[src/flash_ctrl_pkg.sv]
// constants, commands and operation codes for the nor flash host controller
// Overview of operation
// - id mode may be entered in program suspend; exiting returns there
// - chip erase: two unlocks, 80H, two unlocks, then 10H
// - hardware reset ends chip erase; host reissues the full sequence
// - erase done: polling bit one, toggle steady over two reads; chip erase completion is checked on the toggle only
// - sector erase: two unlocks, 80H, two unlocks, 30H at sector
// - each extra 30H load must start within 50us of previous write
package flash_ctrl_pkg;
  localparam int ADDR_W = 23;
  localparam int DATA_W = 16;
  localparam int CLK_MHZ = 25;
  localparam int CNT_W = 12;

  // times as printed and the cycle counts derived from them
  localparam int PSUSP_MAX_US = 15;
  localparam int ESUSP_MAX_US = 20;
  localparam int LOAD_WIN_US = 50;
  localparam int PSUSP_CYC = PSUSP_MAX_US * CLK_MHZ;
  localparam int ESUSP_CYC = ESUSP_MAX_US * CLK_MHZ;
  localparam int LOAD_WIN_CYC = LOAD_WIN_US * CLK_MHZ;
  // margin so the next load still begins well inside the window
  localparam int LOAD_GUARD_CYC = 50;
  // bus timing of this controller (plain defaults)
  localparam int WE_LOW_NS = 50;
  localparam int RD_ACC_NS = 100;
  localparam int RST_LOW_NS = 500;
  localparam int WE_LOW_CYC = (WE_LOW_NS * CLK_MHZ + 999) / 1000;
  localparam int RD_ACC_CYC = (RD_ACC_NS * CLK_MHZ + 999) / 1000;
  localparam int RST_LOW_CYC = (RST_LOW_NS * CLK_MHZ + 999) / 1000;
  localparam int SYNC_CYC = 2;

  // status bit positions on the data bus
  localparam int POS_POLL = 7;
  localparam int POS_TOGGLE = 6;
  localparam int POS_TIMER = 3;
  localparam int POS_ETOGGLE = 2;

  // unlock addresses and command codes
  localparam logic [ADDR_W-1:0] UNLOCK_A1 = 23'h000555;
  localparam logic [ADDR_W-1:0] UNLOCK_A2 = 23'h0002AA;
  localparam logic [DATA_W-1:0] CD_UNLOCK1 = 16'h00AA;
  localparam logic [DATA_W-1:0] CD_UNLOCK2 = 16'h0055;
  localparam logic [DATA_W-1:0] CD_SETUP = 16'h0080;
  localparam logic [DATA_W-1:0] CD_CHIP = 16'h0010;
  localparam logic [DATA_W-1:0] CD_SECTOR = 16'h0030;
  localparam logic [DATA_W-1:0] CD_SUSPEND = 16'h00B0;
  localparam logic [DATA_W-1:0] CD_RESUME = 16'h0030;
  localparam logic [DATA_W-1:0] CD_PROGRAM = 16'h00A0;
  localparam logic [DATA_W-1:0] CD_ID = 16'h0090;
  localparam logic [DATA_W-1:0] CD_RESET = 16'h00F0;

  typedef enum logic [3:0] {
    OP_READ = 4'h0,
    OP_PROGRAM = 4'h1,
    OP_CHIP_ERASE = 4'h2,
    OP_SECTOR_ERASE = 4'h3,
    OP_ADD_SECTOR = 4'h4,
    OP_ERASE_SUSPEND = 4'h5,
    OP_ERASE_RESUME = 4'h6,
    OP_PROG_SUSPEND = 4'h7,
    OP_PROG_RESUME = 4'h8,
    OP_ID_ENTER = 4'h9,
    OP_ID_EXIT = 4'hA,
    OP_POLL = 4'hB,
    OP_HW_RESET = 4'hC
  } op_t;
endpackage

[src/flash_bus_cycle.sv]
// one asynchronous write or read cycle on the flash pins
`timescale 1ns/1ps
module flash_bus_cycle
  import flash_ctrl_pkg::*;
(
  input wire logic clk_sys, // system clock
  input wire logic rst_n, // sync reset, active low
  input wire logic start, // one-cycle request
  input wire logic is_read, // 1 read, 0 write
  input wire logic [ADDR_W-1:0] addr, // word address
  input wire logic [DATA_W-1:0] wdata, // write data
  input wire logic [DATA_W-1:0] dq_in, // data pins, raw
  output logic [ADDR_W-1:0] addr_o, // address pins
  output logic [DATA_W-1:0] dq_out, // data pins out
  output logic dq_oe, // data pins driven
  output logic ce_n, // chip select
  output logic we_n, // write strobe
  output logic oe_n, // output enable
  output logic done, // one-cycle end pulse
  output logic [DATA_W-1:0] rdata // captured read data
);
  logic [DATA_W-1:0] sync1_r, sync2_r;
  logic [CNT_W-1:0] cnt_r, cnt_nxt;
  logic busy_r, busy_nxt, rd_r, rd_nxt;
  logic [ADDR_W-1:0] addr_nxt;
  logic [DATA_W-1:0] dq_nxt, rdata_nxt;
  logic oe_nxt, ce_nxt, we_nxt, rdn_nxt, done_nxt;

  localparam logic [CNT_W-1:0] WR_LEN = CNT_W'(WE_LOW_CYC + 2);
  localparam logic [CNT_W-1:0] RD_LEN = CNT_W'(RD_ACC_CYC + SYNC_CYC + 1);

  // next values: address set up first, strobe low, strobe high, chip select released last
  always_comb begin
    cnt_nxt = cnt_r;
    busy_nxt = busy_r;
    rd_nxt = rd_r;
    addr_nxt = addr_o;
    dq_nxt = dq_out;
    rdata_nxt = rdata;
    oe_nxt = dq_oe;
    ce_nxt = ce_n;
    we_nxt = we_n;
    rdn_nxt = oe_n;
    done_nxt = 1'b0;
    if (!busy_r) begin
      if (start) begin
        busy_nxt = 1'b1;
        rd_nxt = is_read;
        addr_nxt = addr;
        dq_nxt = wdata;
        oe_nxt = !is_read;
        ce_nxt = 1'b0;
        cnt_nxt = '0;
      end
    end else begin
      cnt_nxt = cnt_r + 1'b1;
      if (rd_r) begin
        rdn_nxt = 1'b0;
        if (cnt_r == RD_LEN) begin
          rdata_nxt = sync2_r;
          rdn_nxt = 1'b1;
          ce_nxt = 1'b1;
          busy_nxt = 1'b0;
          done_nxt = 1'b1;
        end
      end else begin
        // address latched at strobe fall, data at rise
        we_nxt = (cnt_r >= WR_LEN - 1'b1);
        if (cnt_r == 0) begin
          we_nxt = 1'b1;
        end
        if (cnt_r == WR_LEN) begin
          ce_nxt = 1'b1;
          busy_nxt = 1'b0;
          done_nxt = 1'b1;
        end
      end
    end
    if (!busy_nxt && !done_nxt) begin
      oe_nxt = dq_oe & busy_r;
    end
    if (done_nxt) begin
      oe_nxt = 1'b0;
    end
  end

  // registers; the pin data passes two flops before capture
  always_ff @(posedge clk_sys) begin
    if (!rst_n) begin
      sync1_r <= '0;
      sync2_r <= '0;
      cnt_r <= '0;
      busy_r <= 1'b0;
      rd_r <= 1'b0;
      addr_o <= '0;
      dq_out <= '0;
      dq_oe <= 1'b0;
      ce_n <= 1'b1;
      we_n <= 1'b1;
      oe_n <= 1'b1;
      done <= 1'b0;
      rdata <= '0;
    end else begin
      sync1_r <= dq_in;
      sync2_r <= sync1_r;
      cnt_r <= cnt_nxt;
      busy_r <= busy_nxt;
      rd_r <= rd_nxt;
      addr_o <= addr_nxt;
      dq_out <= dq_nxt;
      dq_oe <= oe_nxt;
      ce_n <= ce_nxt;
      we_n <= we_nxt;
      oe_n <= rdn_nxt;
      done <= done_nxt;
      rdata <= rdata_nxt;
    end
  end
endmodule

[src/flash_erase_program_suspend_ctrl.sv]
// host-side sequencer for erase, program, suspend and resume on nor flash
`timescale 1ns/1ps
module flash_erase_program_suspend_ctrl
  import flash_ctrl_pkg::*;
(
  input wire logic clk_sys, // system clock 25 MHz
  input wire logic rst_n, // sync reset, active low
  input wire logic cmd_valid, // user request
  input wire logic [3:0] cmd_op, // operation code
  input wire logic [ADDR_W-1:0] cmd_addr, // word or sector address
  input wire logic [DATA_W-1:0] cmd_wdata, // program data
  output logic cmd_ready, // ready for a request
  output logic cmd_done, // one-cycle completion
  output logic cmd_refused, // one-cycle refusal
  output logic [DATA_W-1:0] rd_data, // last data read
  output logic data_polling_bit, // last polled bit 7
  output logic toggle_status_bit, // last polled bit 6
  output logic erase_toggle_bit, // last polled bit 2
  output logic erase_timer_flag, // last polled bit 3
  output logic ready_busy_sync, // ready/busy pin, synced
  output logic load_window_open, // extra sector load allowed
  output logic erase_suspended, // erase suspend in force
  output logic prog_suspended, // program suspend in force
  output logic id_mode, // id code mode in force
  output logic [ADDR_W-1:0] flash_addr, // address pins
  output logic [DATA_W-1:0] flash_dq_out, // data pins out
  output logic flash_dq_oe, // data pins driven
  input wire logic [DATA_W-1:0] flash_dq_in, // data pins in
  output logic flash_ce_n, // chip select
  output logic flash_we_n, // write strobe
  output logic flash_oe_n, // output enable
  output logic flash_reset_n, // hardware reset pin
  input wire logic ready_busy_n // ready/busy pin
);
  typedef enum logic [6:0] {
    ST_IDLE = 7'b0000001,
    ST_SEQ = 7'b0000010,
    ST_SEQ_W = 7'b0000100,
    ST_RD = 7'b0001000,
    ST_RD_W = 7'b0010000,
    ST_HOLD = 7'b0100000,
    ST_RST = 7'b1000000
  } state_t;

  // length of the write sequence of an operation
  function automatic logic [2:0] seq_len(input op_t op);
    case (op)
      OP_PROGRAM: seq_len = 3'd4;
      OP_CHIP_ERASE, OP_SECTOR_ERASE: seq_len = 3'd6;
      OP_ID_ENTER: seq_len = 3'd3;
      default: seq_len = 3'd1;
    endcase
  endfunction

  // address and data of write number idx of an operation
  function automatic logic [ADDR_W+DATA_W-1:0] seq_word(input op_t op,
      input logic [2:0] idx, input logic [ADDR_W-1:0] a,
      input logic [DATA_W-1:0] d);
    logic [DATA_W-1:0] last;
    last = CD_RESET;
    case (op)
      OP_CHIP_ERASE: last = CD_CHIP;
      OP_SECTOR_ERASE, OP_ADD_SECTOR: last = CD_SECTOR;
      OP_ERASE_SUSPEND, OP_PROG_SUSPEND: last = CD_SUSPEND;
      OP_ERASE_RESUME, OP_PROG_RESUME: last = CD_RESUME;
      OP_PROGRAM: last = CD_PROGRAM;
      OP_ID_ENTER: last = CD_ID;
      default: last = CD_RESET;
    endcase
    case (idx)
      3'd0, 3'd3: seq_word = {UNLOCK_A1, CD_UNLOCK1};
      3'd1, 3'd4: seq_word = {UNLOCK_A2, CD_UNLOCK2};
      3'd2: seq_word = {UNLOCK_A1, (op == OP_PROGRAM || op == OP_ID_ENTER) ?
          last : CD_SETUP};
      default: seq_word = {a, last};
    endcase
    // program data cycle, and sector address on the sixth write
    if (op == OP_PROGRAM && idx == 3'd3) begin
      seq_word = {a, d};
    end
    if (seq_len(op) == 3'd1) begin
      // suspend address is ignored by the device
      seq_word = {(op == OP_ADD_SECTOR) ? a : '0, last};
    end
  endfunction

  state_t st_r, st_nxt;
  op_t op_r, op_nxt;
  logic [ADDR_W-1:0] addr_r, addr_nxt;
  logic [DATA_W-1:0] wdata_r, wdata_nxt, rd_nxt;
  logic [2:0] idx_r, idx_nxt;
  logic [CNT_W-1:0] cnt_r, cnt_nxt, win_r, win_nxt;
  logic poll_r, poll_nxt, prev_r, prev_nxt, have_r, have_nxt;
  logic prog_run_r, prog_run_nxt, chip_run_r, chip_run_nxt;
  logic erase_run_r, erase_run_nxt, loading_r, loading_nxt;
  logic esusp_nxt, psusp_nxt, id_nxt, rdy_nxt, done_nxt, ref_nxt, rstp_nxt;
  logic poll_b_nxt, tog_nxt, etog_nxt, tim_nxt, win_open_nxt;
  logic rb1_r, rb2_r;
  logic bus_start, bus_read, bus_done;
  logic [ADDR_W+DATA_W-1:0] word;
  logic [DATA_W-1:0] bus_rdata;
  logic legal;
  op_t req;

  // sequence 'legal' decides which requests the device may see now
  always_comb begin
    req = op_t'(cmd_op);
    legal = 1'b0;
    case (req)
      OP_READ, OP_POLL, OP_HW_RESET: legal = 1'b1;
      // no writes while an erase algorithm runs
      OP_PROGRAM: legal = !chip_run_r && !prog_run_r && !loading_r &&
          (!erase_run_r || erase_suspended);
      OP_CHIP_ERASE, OP_SECTOR_ERASE: legal = !chip_run_r && !prog_run_r
          && !erase_run_r && !id_mode;
      // extra load only while window open with margin
      OP_ADD_SECTOR: legal = load_window_open;
      OP_ERASE_SUSPEND: legal = erase_run_r && !erase_suspended;
      OP_ERASE_RESUME: legal = erase_suspended && !prog_run_r;
      OP_PROG_SUSPEND: legal = prog_run_r && !prog_suspended;
      OP_PROG_RESUME: legal = prog_suspended && !id_mode;
      // id mode from read, program suspend or erase suspend
      OP_ID_ENTER: legal = !id_mode && !chip_run_r && !loading_r &&
          (!prog_run_r || prog_suspended) &&
          (!erase_run_r || erase_suspended);
      OP_ID_EXIT: legal = id_mode;
      default: legal = 1'b0;
    endcase
  end

  // main sequencer next-state logic
  always_comb begin
    st_nxt = st_r;
    op_nxt = op_r;
    addr_nxt = addr_r;
    wdata_nxt = wdata_r;
    idx_nxt = idx_r;
    cnt_nxt = cnt_r;
    poll_nxt = poll_r;
    prev_nxt = prev_r;
    have_nxt = have_r;
    prog_run_nxt = prog_run_r;
    chip_run_nxt = chip_run_r;
    erase_run_nxt = erase_run_r;
    loading_nxt = loading_r;
    esusp_nxt = erase_suspended;
    psusp_nxt = prog_suspended;
    id_nxt = id_mode;
    rdy_nxt = cmd_ready;
    rd_nxt = rd_data;
    poll_b_nxt = data_polling_bit;
    tog_nxt = toggle_status_bit;
    etog_nxt = erase_toggle_bit;
    tim_nxt = erase_timer_flag;
    rstp_nxt = 1'b1;
    done_nxt = 1'b0;
    ref_nxt = 1'b0;
    bus_start = 1'b0;
    bus_read = 1'b0;
    word = seq_word(op_r, idx_r, addr_r, wdata_r);
    // load window counts from the end of the last 30H write
    win_nxt = win_r;
    if (loading_r) begin
      if (win_r >= CNT_W'(LOAD_WIN_CYC)) begin
        loading_nxt = 1'b0; // window closed, erase runs
      end else begin
        win_nxt = win_r + 1'b1;
      end
    end
    case (st_r)
      ST_IDLE: begin
        if (cmd_valid && cmd_ready) begin
          op_nxt = req;
          addr_nxt = cmd_addr;
          wdata_nxt = cmd_wdata;
          idx_nxt = '0;
          if (!legal) begin
            ref_nxt = 1'b1;
          end else begin
            rdy_nxt = 1'b0;
            poll_nxt = (req == OP_POLL);
            have_nxt = 1'b0;
            cnt_nxt = '0;
            if (req == OP_READ || req == OP_POLL) begin
              st_nxt = ST_RD;
            end else if (req == OP_HW_RESET) begin
              st_nxt = ST_RST;
            end else begin
              st_nxt = ST_SEQ;
            end
          end
        end
      end
      ST_SEQ: begin
        bus_start = 1'b1;
        st_nxt = ST_SEQ_W;
      end
      ST_SEQ_W: begin
        if (bus_done) begin
          if (idx_r != seq_len(op_r) - 3'd1) begin
            idx_nxt = idx_r + 3'd1;
            st_nxt = ST_SEQ;
          end else begin
            st_nxt = ST_IDLE;
            rdy_nxt = 1'b1;
            done_nxt = 1'b1;
            case (op_r)
              OP_PROGRAM: prog_run_nxt = 1'b1;
              // device pre-programs by itself; nothing more to send
              OP_CHIP_ERASE: chip_run_nxt = 1'b1;
              OP_SECTOR_ERASE, OP_ADD_SECTOR: begin
                erase_run_nxt = 1'b1;
                loading_nxt = 1'b1;
                win_nxt = '0;
              end
              OP_ERASE_SUSPEND: begin
                esusp_nxt = 1'b1;
                loading_nxt = 1'b0;
                // inside the window suspend is immediate
                if (!loading_r) begin
                  st_nxt = ST_HOLD;
                  cnt_nxt = CNT_W'(ESUSP_CYC);
                  rdy_nxt = 1'b0;
                  done_nxt = 1'b0;
                end
              end
              OP_PROG_SUSPEND: begin
                psusp_nxt = 1'b1;
                st_nxt = ST_HOLD;
                cnt_nxt = CNT_W'(PSUSP_CYC);
                rdy_nxt = 1'b0;
                done_nxt = 1'b0;
              end
              OP_PROG_RESUME: psusp_nxt = 1'b0;
              OP_ERASE_RESUME: esusp_nxt = 1'b0;
              OP_ID_ENTER: id_nxt = 1'b1;
              // exit falls back to any suspend still held
              OP_ID_EXIT: id_nxt = 1'b0;
              default: id_nxt = id_mode;
            endcase
          end
        end
      end
      ST_RD: begin
        bus_start = 1'b1;
        bus_read = 1'b1;
        word = {addr_r, wdata_r};
        st_nxt = ST_RD_W;
      end
      ST_RD_W: begin
        if (bus_done) begin
          // id codes sit at low addresses in id mode
          rd_nxt = bus_rdata;
          // progress bits captured on every read
          poll_b_nxt = bus_rdata[POS_POLL];
          tog_nxt = bus_rdata[POS_TOGGLE];
          etog_nxt = bus_rdata[POS_ETOGGLE];
          tim_nxt = bus_rdata[POS_TIMER];
          prev_nxt = bus_rdata[POS_TOGGLE];
          have_nxt = 1'b1;
          st_nxt = ST_IDLE;
          rdy_nxt = 1'b1;
          done_nxt = 1'b1;
          // finished only when toggle is steady over two reads
          if (poll_r && !(have_r && prev_r == bus_rdata[POS_TOGGLE] &&
              (!erase_run_r || prog_run_r || bus_rdata[POS_POLL]))) begin
            st_nxt = ST_RD;
            rdy_nxt = 1'b0;
            done_nxt = 1'b0;
          end else if (poll_r) begin
            // program in erase suspend ends first
            if (prog_run_r) begin
              if (!prog_suspended) begin
                prog_run_nxt = 1'b0;
              end
            end else if (!erase_suspended && !loading_r) begin
              // device back in array read
              chip_run_nxt = 1'b0;
              erase_run_nxt = 1'b0;
            end
          end
        end
      end
      ST_HOLD: begin
        // wait out the longest suspend time before reading other sectors
        if (cnt_r == '0) begin
          st_nxt = ST_IDLE;
          rdy_nxt = 1'b1;
          done_nxt = 1'b1;
        end else begin
          cnt_nxt = cnt_r - 1'b1;
        end
      end
      ST_RST: begin
        // hardware reset ends any erase; user must reissue
        rstp_nxt = 1'b0;
        cnt_nxt = cnt_r + 1'b1;
        if (cnt_r == CNT_W'(RST_LOW_CYC)) begin
          rstp_nxt = 1'b1;
          prog_run_nxt = 1'b0;
          chip_run_nxt = 1'b0;
          erase_run_nxt = 1'b0;
          loading_nxt = 1'b0;
          esusp_nxt = 1'b0;
          psusp_nxt = 1'b0;
          id_nxt = 1'b0;
          st_nxt = ST_IDLE;
          rdy_nxt = 1'b1;
          done_nxt = 1'b1;
        end
      end
      default: st_nxt = ST_IDLE;
    endcase
    win_open_nxt = loading_nxt &&
        (win_nxt < CNT_W'(LOAD_WIN_CYC - LOAD_GUARD_CYC));
  end

  // registers of the sequencer; ready/busy pin is synchronised first
  always_ff @(posedge clk_sys) begin
    if (!rst_n) begin
      st_r <= ST_IDLE;
      op_r <= OP_READ;
      addr_r <= '0;
      wdata_r <= '0;
      idx_r <= '0;
      cnt_r <= '0;
      win_r <= '0;
      poll_r <= 1'b0;
      prev_r <= 1'b0;
      have_r <= 1'b0;
      prog_run_r <= 1'b0;
      chip_run_r <= 1'b0;
      erase_run_r <= 1'b0;
      loading_r <= 1'b0;
      erase_suspended <= 1'b0;
      prog_suspended <= 1'b0;
      id_mode <= 1'b0;
      cmd_ready <= 1'b1;
      cmd_done <= 1'b0;
      cmd_refused <= 1'b0;
      rd_data <= '0;
      data_polling_bit <= 1'b0;
      toggle_status_bit <= 1'b0;
      erase_toggle_bit <= 1'b0;
      erase_timer_flag <= 1'b0;
      load_window_open <= 1'b0;
      flash_reset_n <= 1'b1;
      rb1_r <= 1'b1;
      rb2_r <= 1'b1;
      ready_busy_sync <= 1'b1;
    end else begin
      st_r <= st_nxt;
      op_r <= op_nxt;
      addr_r <= addr_nxt;
      wdata_r <= wdata_nxt;
      idx_r <= idx_nxt;
      cnt_r <= cnt_nxt;
      win_r <= win_nxt;
      poll_r <= poll_nxt;
      prev_r <= prev_nxt;
      have_r <= have_nxt;
      prog_run_r <= prog_run_nxt;
      chip_run_r <= chip_run_nxt;
      erase_run_r <= erase_run_nxt;
      loading_r <= loading_nxt;
      erase_suspended <= esusp_nxt;
      prog_suspended <= psusp_nxt;
      id_mode <= id_nxt;
      cmd_ready <= rdy_nxt;
      cmd_done <= done_nxt;
      cmd_refused <= ref_nxt;
      rd_data <= rd_nxt;
      data_polling_bit <= poll_b_nxt;
      toggle_status_bit <= tog_nxt;
      erase_toggle_bit <= etog_nxt;
      erase_timer_flag <= tim_nxt;
      load_window_open <= win_open_nxt;
      flash_reset_n <= rstp_nxt;
      rb1_r <= ready_busy_n;
      rb2_r <= rb1_r;
      ready_busy_sync <= rb2_r;
    end
  end

  // pin-level cycle engine
  flash_bus_cycle u_bus (
    .clk_sys(clk_sys),
    .rst_n(rst_n),
    .start(bus_start),
    .is_read(bus_read),
    .addr(word[ADDR_W+DATA_W-1:DATA_W]),
    .wdata(word[DATA_W-1:0]),
    .dq_in(flash_dq_in),
    .addr_o(flash_addr),
    .dq_out(flash_dq_out),
    .dq_oe(flash_dq_oe),
    .ce_n(flash_ce_n),
    .we_n(flash_we_n),
    .oe_n(flash_oe_n),
    .done(bus_done),
    .rdata(bus_rdata)
  );
endmodule

[config.mk]
export PLATFORM = sky130hd
export DESIGN_NAME = flash_erase_program_suspend_ctrl
export DESIGN_NICKNAME = d
export VERILOG_FILES = /design/src/flash_ctrl_pkg.sv /design/src/flash_bus_cycle.sv /design/src/flash_erase_program_suspend_ctrl.sv
export SDC_FILE = /design/constraint.sdc
export NUM_CORES = 1
export LEC_CHECK = 0
export BUFFER_PORTS_ARGS = -buffer_cell sky130_fd_sc_hd__buf_2
export CORE_UTILIZATION = 32
export CTS_BUF_LIST = sky130_fd_sc_hd__clkbuf_8
export CTS_CLUSTER_SIZE = 12
export DETAILED_ROUTE_END_ITERATION = 8
export GPL_ROUTABILITY_DRIVEN = 0
export SYNTH_ARGS = -nofsm -noshare
export SYNTH_HDL_FRONTEND = slang
export SYNTH_SLANG_ARGS = --single-unit
[constraint.sdc]
create_clock -name clk_sys -period 8.7 [get_ports clk_sys]
set_input_delay 1.74 -clock clk_sys [delete_from_list [all_inputs] [get_ports clk_sys]]
set_output_delay 1.74 -clock clk_sys [all_outputs]
set_load 0.02 [all_outputs]
# After elaboration in Yosys (flattened, before gate mapping)

Memories as Yosys holds them, arrays and structs flattened. A register that Yosys moved wholly into a read port is not among the register bits.
Index checks and enable logic that the tools add are counted.
Widths: inputs -> output; s select.

Add/sub/neg operators: 6
Multiply operators: 0
Div/mod/pow operators: 0
$lt $le $gt $ge: 3
Equal/unequal tests: 63
Shifts and indexed selects: 0
Mux-type cells: 127
Bitwise gates (word level): 4
Reductions and logical operators: 80

Operators with widths:

| kind                  | count |
|---|---|
| $mux 12               | 14 |
| $mux 39               | 3 |
| $pmux 39 s3           | 1 |
| $mux 1                | 67 |
| $mux 7                | 8 |
| $pmux 7 s7            | 1 |
| $pmux 12 s4           | 1 |
| $add 12x1->12 const B | 3 |
| $eq 4x3->1 const B    | 8 |
| $eq 4x4->1 const B    | 8 |
| $ne 2x2->1 const B    | 13 |
| $eq 12x3->1 const B   | 2 |
| $logic_not 12->1      | 2 |
| $pmux 12 s2           | 1 |
| $reduce_and 8->1      | 3 |
| $mux 23               | 1 |
| $logic_and 1x1->1     | 21 |
| $pmux 1 s2            | 10 |
| $reduce_and 10->1     | 2 |
| $eq 4x2->1 const B    | 4 |
| $mux 16               | 1 |
| $mux 3                | 5 |
| $reduce_and 5->1      | 3 |
| $reduce_and 2->1      | 7 |
| other kinds (48)      | 94 |

Flip-flop bits (word level): 220
Bits in latches: 0
Bits in writable memories: 0
Bits in read-only memories: 64
Input port bits: 63
Output and inout bits: 72
Word-level logic and storage cells: 326
Memories: 1

Memories:

| memory           | words | bits a word | rd ports | clocked after memory_dff | wr ports | RTL line                               | source |
|---|---|---|---|---|---|---|---|
| (name not given) | 16    | 4           | 1        | 1                        | 0        | flash_erase_program_suspend_ctrl.sv:61 | `case (op)` |

# Depth between registers and ports, before layout

Word-level depth: 12
Depth in mapped cells: 14
Mapped depth without buffers: 12

# Hierarchy

From an unflattened synthesis, not the netlist that was laid out.

Cell total of the unflattened synthesis: 1215
Area, all modules: 9955.8 um^2

Modules (own cells, without submodules):

| module                           | instances | cells each | area each (um^2) | seq. area each (um^2) |
|---|---|---|---|---|
| flash_erase_program_suspend_ctrl | 1         | 804        | 6233.5           | 2282.2 |
| flash_bus_cycle                  | 1         | 411        | 3722.3           | 2122.0 |

# Least setup slack after synthesis

OpenSTA, ideal clock, no wires.

Kind: input to register
From: input port cmd_op[3]
To: register st_r[3]
Setup time: 0.066 ns
Arrival: 3.627 ns
Required time: 8.634 ns
Setup slack: 5.007 ns
Stages on the path: 8
Path buffers: 1
Path through: buf_6 -> nor2b_4 -> a2111o_1 -> a21oi_2 -> nor3_2 -> or4_4 -> or3_4 -> a21oi_2

Longest elaborated chain between the ends: 6
Elaborated cells on any way between the ends: 23
Classes of those cells: 13 x eq/ne; 5 x mux; 5 x reduce/logical

RTL lines:

| item                                                | RTL line                                | source |
|---|---|---|
| start, declared                                     | flash_erase_program_suspend_ctrl.sv:9   | `input wire logic [3:0] cmd_op,` |
| branches (longest 6 deep; another with $pmux 1 s10) | --                                      |  |
| end signal, assigned                                | flash_erase_program_suspend_ctrl.sv:352 | `st_r <= st_nxt;` |
| end, declared                                       | flash_erase_program_suspend_ctrl.sv:87  | `state_t st_r, st_nxt;` |

Parallel ways; which one is timed is not known. The select of a mux whose other input is x is not followed.
A chain may end at the register's enable or synchronous reset.

# Final worst setup path

From: register op_r[0]
To: register cnt_r[1]

Longest elaborated chain between the ends: 9
Elaborated cells on any way between the ends: 20
Classes of those cells: 1 x add/sub; 10 x eq/ne; 7 x mux; 2 x reduce/logical

RTL lines:

| item                       | RTL line                                | source |
|---|---|---|
| start, declared            | flash_erase_program_suspend_ctrl.sv:88  | `op_t op_r, op_nxt;` |
| start signal, assigned     | flash_erase_program_suspend_ctrl.sv:353 | `op_r <= op_nxt;` |
| $eq 4x2->1                 | flash_erase_program_suspend_ctrl.sv:47  | `case (op)` |
| $reduce_or 2->1            | flash_erase_program_suspend_ctrl.sv:47  |  |
| $pmux 3 s3                 | flash_erase_program_suspend_ctrl.sv:47  |  |
| $mux 3                     | flash_erase_program_suspend_ctrl.sv:199 | `if (bus_done) begin` |
| $mux 3                     | flash_erase_program_suspend_ctrl.sv:170 | `case (st_r)` |
| $sub 3x1->3                | flash_erase_program_suspend_ctrl.sv:200 | `if (idx_r != seq_len(op_r) - 3'd1) begin` |
| $ne 3x3->1                 | flash_erase_program_suspend_ctrl.sv:200 |  |
| $ne 2x2->1 (no line)       | --                                      |  |
| $reduce_and 8->1 (no line) | --                                      |  |
| end signal, assigned       | flash_erase_program_suspend_ctrl.sv:357 | `cnt_r <= cnt_nxt;` |
| end, declared              | flash_erase_program_suspend_ctrl.sv:92  | `logic [CNT_W-1:0] cnt_r, cnt_nxt, win_r, win_nxt;` |

Several ways; a longest one is shown, not always the timed one. The select of a mux whose other input is x is not followed.

==> summary.txt <==
Worst setup path
  – Critical Path Max Stage Delay: 0.81 ns
  – Delay-heaviest family, CP: simple AND/OR/NAND/NOR gates
  – Crit path buf inv count: 0
  – Peak fanout along the critical path: 24
  – R2r worst-path depth: 12
  – Most frequent cell on the critical path: nand2_1
  – CP Launch Point: op_r[0]$_SDFFE_PN0P_
  – CP Capture Type: flop
  – Crit-path cells: nor2b_1, nand2_1, o21ai_0, nand2_1, ha_1, xnor2_1, nor4_1, o21a_1, a21oi_1, nor4_4, o221ai_1, o211a_1
  – Reg2Reg Setup Slack: 4.88 ns
  – Levels on crit path: 12
  – Worst EP arrival: approximately 4.2 ns
  – CP required: 9.10 ns
  – CP startpoint kind: flop
  – Critical path's slowest cell: nor4_4
  – RR Startpoint: op_r[0]$_SDFFE_PN0P_
  – CP Class: reg2reg

Global routing
  – Pin count of the biggest net entering global routing: between 80 and 90
  – Grt total ovfl: 0
  – Met1 Track Usage GR: about a fifth
  – Met2 Use GR: 26.7%
  – Global routing usage on met3: 2.75%
  – Grt peak-use layer: met2
  – Initial antenna violation count: 1
  – First-pass GRT wire length: 40.7 mm
  – Vias in the first global route: 8,054
  – GRT Resource Usage Total: 16.1%

Run
  – Max-Cap Viols: 0

Clock network
  – Postcts setup bufs: 0
  – CTS Sinks: 220
  – CTS tree: done
  – Clock latency on the worst-skew pair: 0.53 ns
  – Worst-path clk slew: 0.06 ns
  – Root Driver: clkbuf_8
  – Num CTS Buffers: between 40 and 50
  – Post-CTS Resized: 0
  – H-tree Lvls: 2
  – Hold buffers post-CTS: 0
  – CTS max path bufs: 3

STA
  – Worst Clk Skew: 0.0261 ns
  – Slew headroom: just under 20%
  – Worst Max-Slew Pin Slew: 1.21 ns
  – RSZ-0062 raised after global routing: false
  – Fin. max-slew vios: 0
  – Endpoints failing setup: 0
  – Hold_ws: 0.408 ns
  – Total negative slack: 0 ns
  – FMAX: 0.262 GHz
  – Crit share post-route: 43.9%
  – Final Hold Fails: 0
  – Tmin final: 3.82 ns

Placed design
  – Post-DP HPWL: 16.9 mm
  – IO buf count: 134
  – Cells after DPL: 1,628

Synth
  – Number of synthesis warnings: 0
  – Average cell area after synthesis: 8.29 sq um
  – Syn Inst Count: about 1,200
  – Top cell type's share of synthesized area: 45.7%
  – Net Count, Synth: 1,249
  – Synth top area cells: dfxtp_1 (46%), nand2_1 (7.6%), a21oi_1 (7.1%), nor2_1 (4.1%), ha_1 (2.9%)
  – Synth Cell Area: 0.00964 sq mm
  – Top FF cell, synth: dfxtp_1
  – Post-synthesis async set-or-reset flop share: 0%
  – Synth area leader: dfxtp_1
  – Synth cell count leaders: dfxtp_1 (220), nand2_1 (195), a21oi_1 (137)
  – Register area share after synthesis: 45.7%
  – Netlist cell types: 80
  – Post-synth EDFFs: 0
  – Count leader, synth: dfxtp_1
  – #FFs+latches synth: 220

Pwr
  – Clk pwr share: 33.6%
  – Pwr/cell area: 267 mW/mm^2
  – P_leak: between 0.004 and 0.005 uW
  – Max IR drop VDD: 124 uV
  – Gate power share: 28.1%
  – Reg power frac: 38.3%
  – Sw Share: roughly a third
  – Sw Pwr: 1040 uW
  – P_int: 2010 uW
  – Overall Power: 3050 uW

Layout
  – Non-filler cells in the finished layout: 1,701
  – # nets final: around 1,400
  – Area growth from synthesis to layout: 18.7%
  – Share of post-route cells with drive strength above 1: roughly 17%
  – Final Util: between 30% and 40%

Hold path
  – Hold Path Class: reg2reg
  – Worst hold path depth: 1
  – Worst Hold Launch: rb2_r$_SDFF_PN1_

Die
  – Die Width: 176 um
  – Ports: 135
  – Core Area: roughly 0.03 sq mm
  – Row count: 63
  – Initial cell density of the core: 32.5%
  – Die Footprint: ~0.031 sq mm
  – Height of the die: 176 um

Status
  – Status: finished clean

Detailed routing
  – Vias: 8,534
  – Wire per inst: 14.8 um
  – Starting DRC count in detailed routing: 481
  – Drt drc: 0
  – Total Wirelength: 25.2 mm
  – DRT Pass-1 Iters: 7
  – Post-route ant nets: 0
  – Vias per cell: 5.02
-- cell type report --
| cell class | count | area, sq um |
|---|---|---|
| inverters | 22 | 85.1 |
| repair buffers | 140 | 716 |
| flip-flops and latches | 220 | 4400 |
| clock buffers | 51 | 702 |
| multi-input cells | 856 | 4890 |
| well taps | 390 | 488 |
| diodes | 1 | 2.50 |
| fillers | 3092 | 18200 |
| clock inverters | 21 | 153 |
-- layout by cell type (no fill, tap or decap), types with 4 or more instances in the layout --
master and count:
and2_1 40, nor2_1 105, o21a_1 10, or3_1 15, nand4_1 8, xnor2_1 15
dfxtp_1 220, a21oi_1 137, xor2_1 8, clkbuf_8 51, or2_2 7, a211oi_1 8
buf_4 6, mux2i_1 23, nor2b_1 7, o21ai_0 37, or4_1 4, nand3_1 46
o211ai_1 4, nor3b_1 4, inv_1 31, nand2_1 195, nand2b_1 15, buf_2 134
o21ai_1 8, a21o_1 5, and3_1 13, nand3b_1 4, nor3_1 21, a22oi_1 14
nor4_1 6, ha_1 22, a31oi_1 6
-- through the flow --
step / cell area (sq um) / setup WS [ns]
after floorplan: 9640 / 5.01
after global placement: 10600 / 4.45
after detailed placement: 10600 / 4.42
after CTS: 11400 / 4.85
after global routing: 11400 / 4.50
final: 11400 / 4.88
-- power by group through the flow --
stage                     clock [uW]  combinational, uW  sequential [uW]
after floorplan                    0                654             1180
after global placement             0                844             1190
after detailed placement           0                851             1190
after CTS                       1060                855             1170
after global routing            1110                966             1180
final                           1030                858             1170
-- final timing paths --
kind,endpoint
setup / recovery,cnt_r[1]$_SDFFE_PN0P_
hold / removal,ready_busy_sync$_SDFF_PN1_
setup reg to reg,cnt_r[1]$_SDFFE_PN0P_
hold reg to reg,ready_busy_sync$_SDFF_PN1_
-- state kept, by name, indices dropped and copies added, names as in the netlist, 7 cells and up, named ones only --
register       flops
u_bus.addr_o      23
wdata_r           16
addr_r            23
rd_data           16
win_r             12
u_bus.cnt_r       12
u_bus.dq_out      16
u_bus.sync1_r     16
u_bus.sync2_r     16
u_bus.rdata       16
st_r               7
cnt_r             12
-- per-layer routing --
| metal | up-vias | routed length (um) |
|---|---|---|
| li1 | 4287 | - |
| met1 | 3984 | 11500 |
| met2 | 217 | 11600 |
| met3 | 46 | 1310 |
| met4 | 0 | 716 |
| met5 | - | 0 |
-- logic make-up (layout without fill, tap and decap cells) --
family / Yosys count / after routing / synth area share (%)
AOI/OAI and AO/OA: 272 / 272 / 17.1
xor gates and xnor gates: 23 / 23 / 2.09
adders and majority gates: 23 / 23 / 3.06
buffers and inverters: 87 / 234 / 3.75
DFF: 220 / 220 / 45.7
muxes: 27 / 27 / 2.85
other: 0 / 1 / 0
and+or+nand+nor: 511 / 511 / 25.5
-- worst reg2reg max path: cells and delay by family (launching register included) --
family	cells	cell delay [ns]
AO/OA/AOI/OAI	5	1.09
XOR/XNOR	1	0.14
adder cells (fa/ha/maj)	1	0.21
flip-flops	1	0.48
AND/OR/NAND/NOR	5	1.76
(Power assumes the default switching activity.)
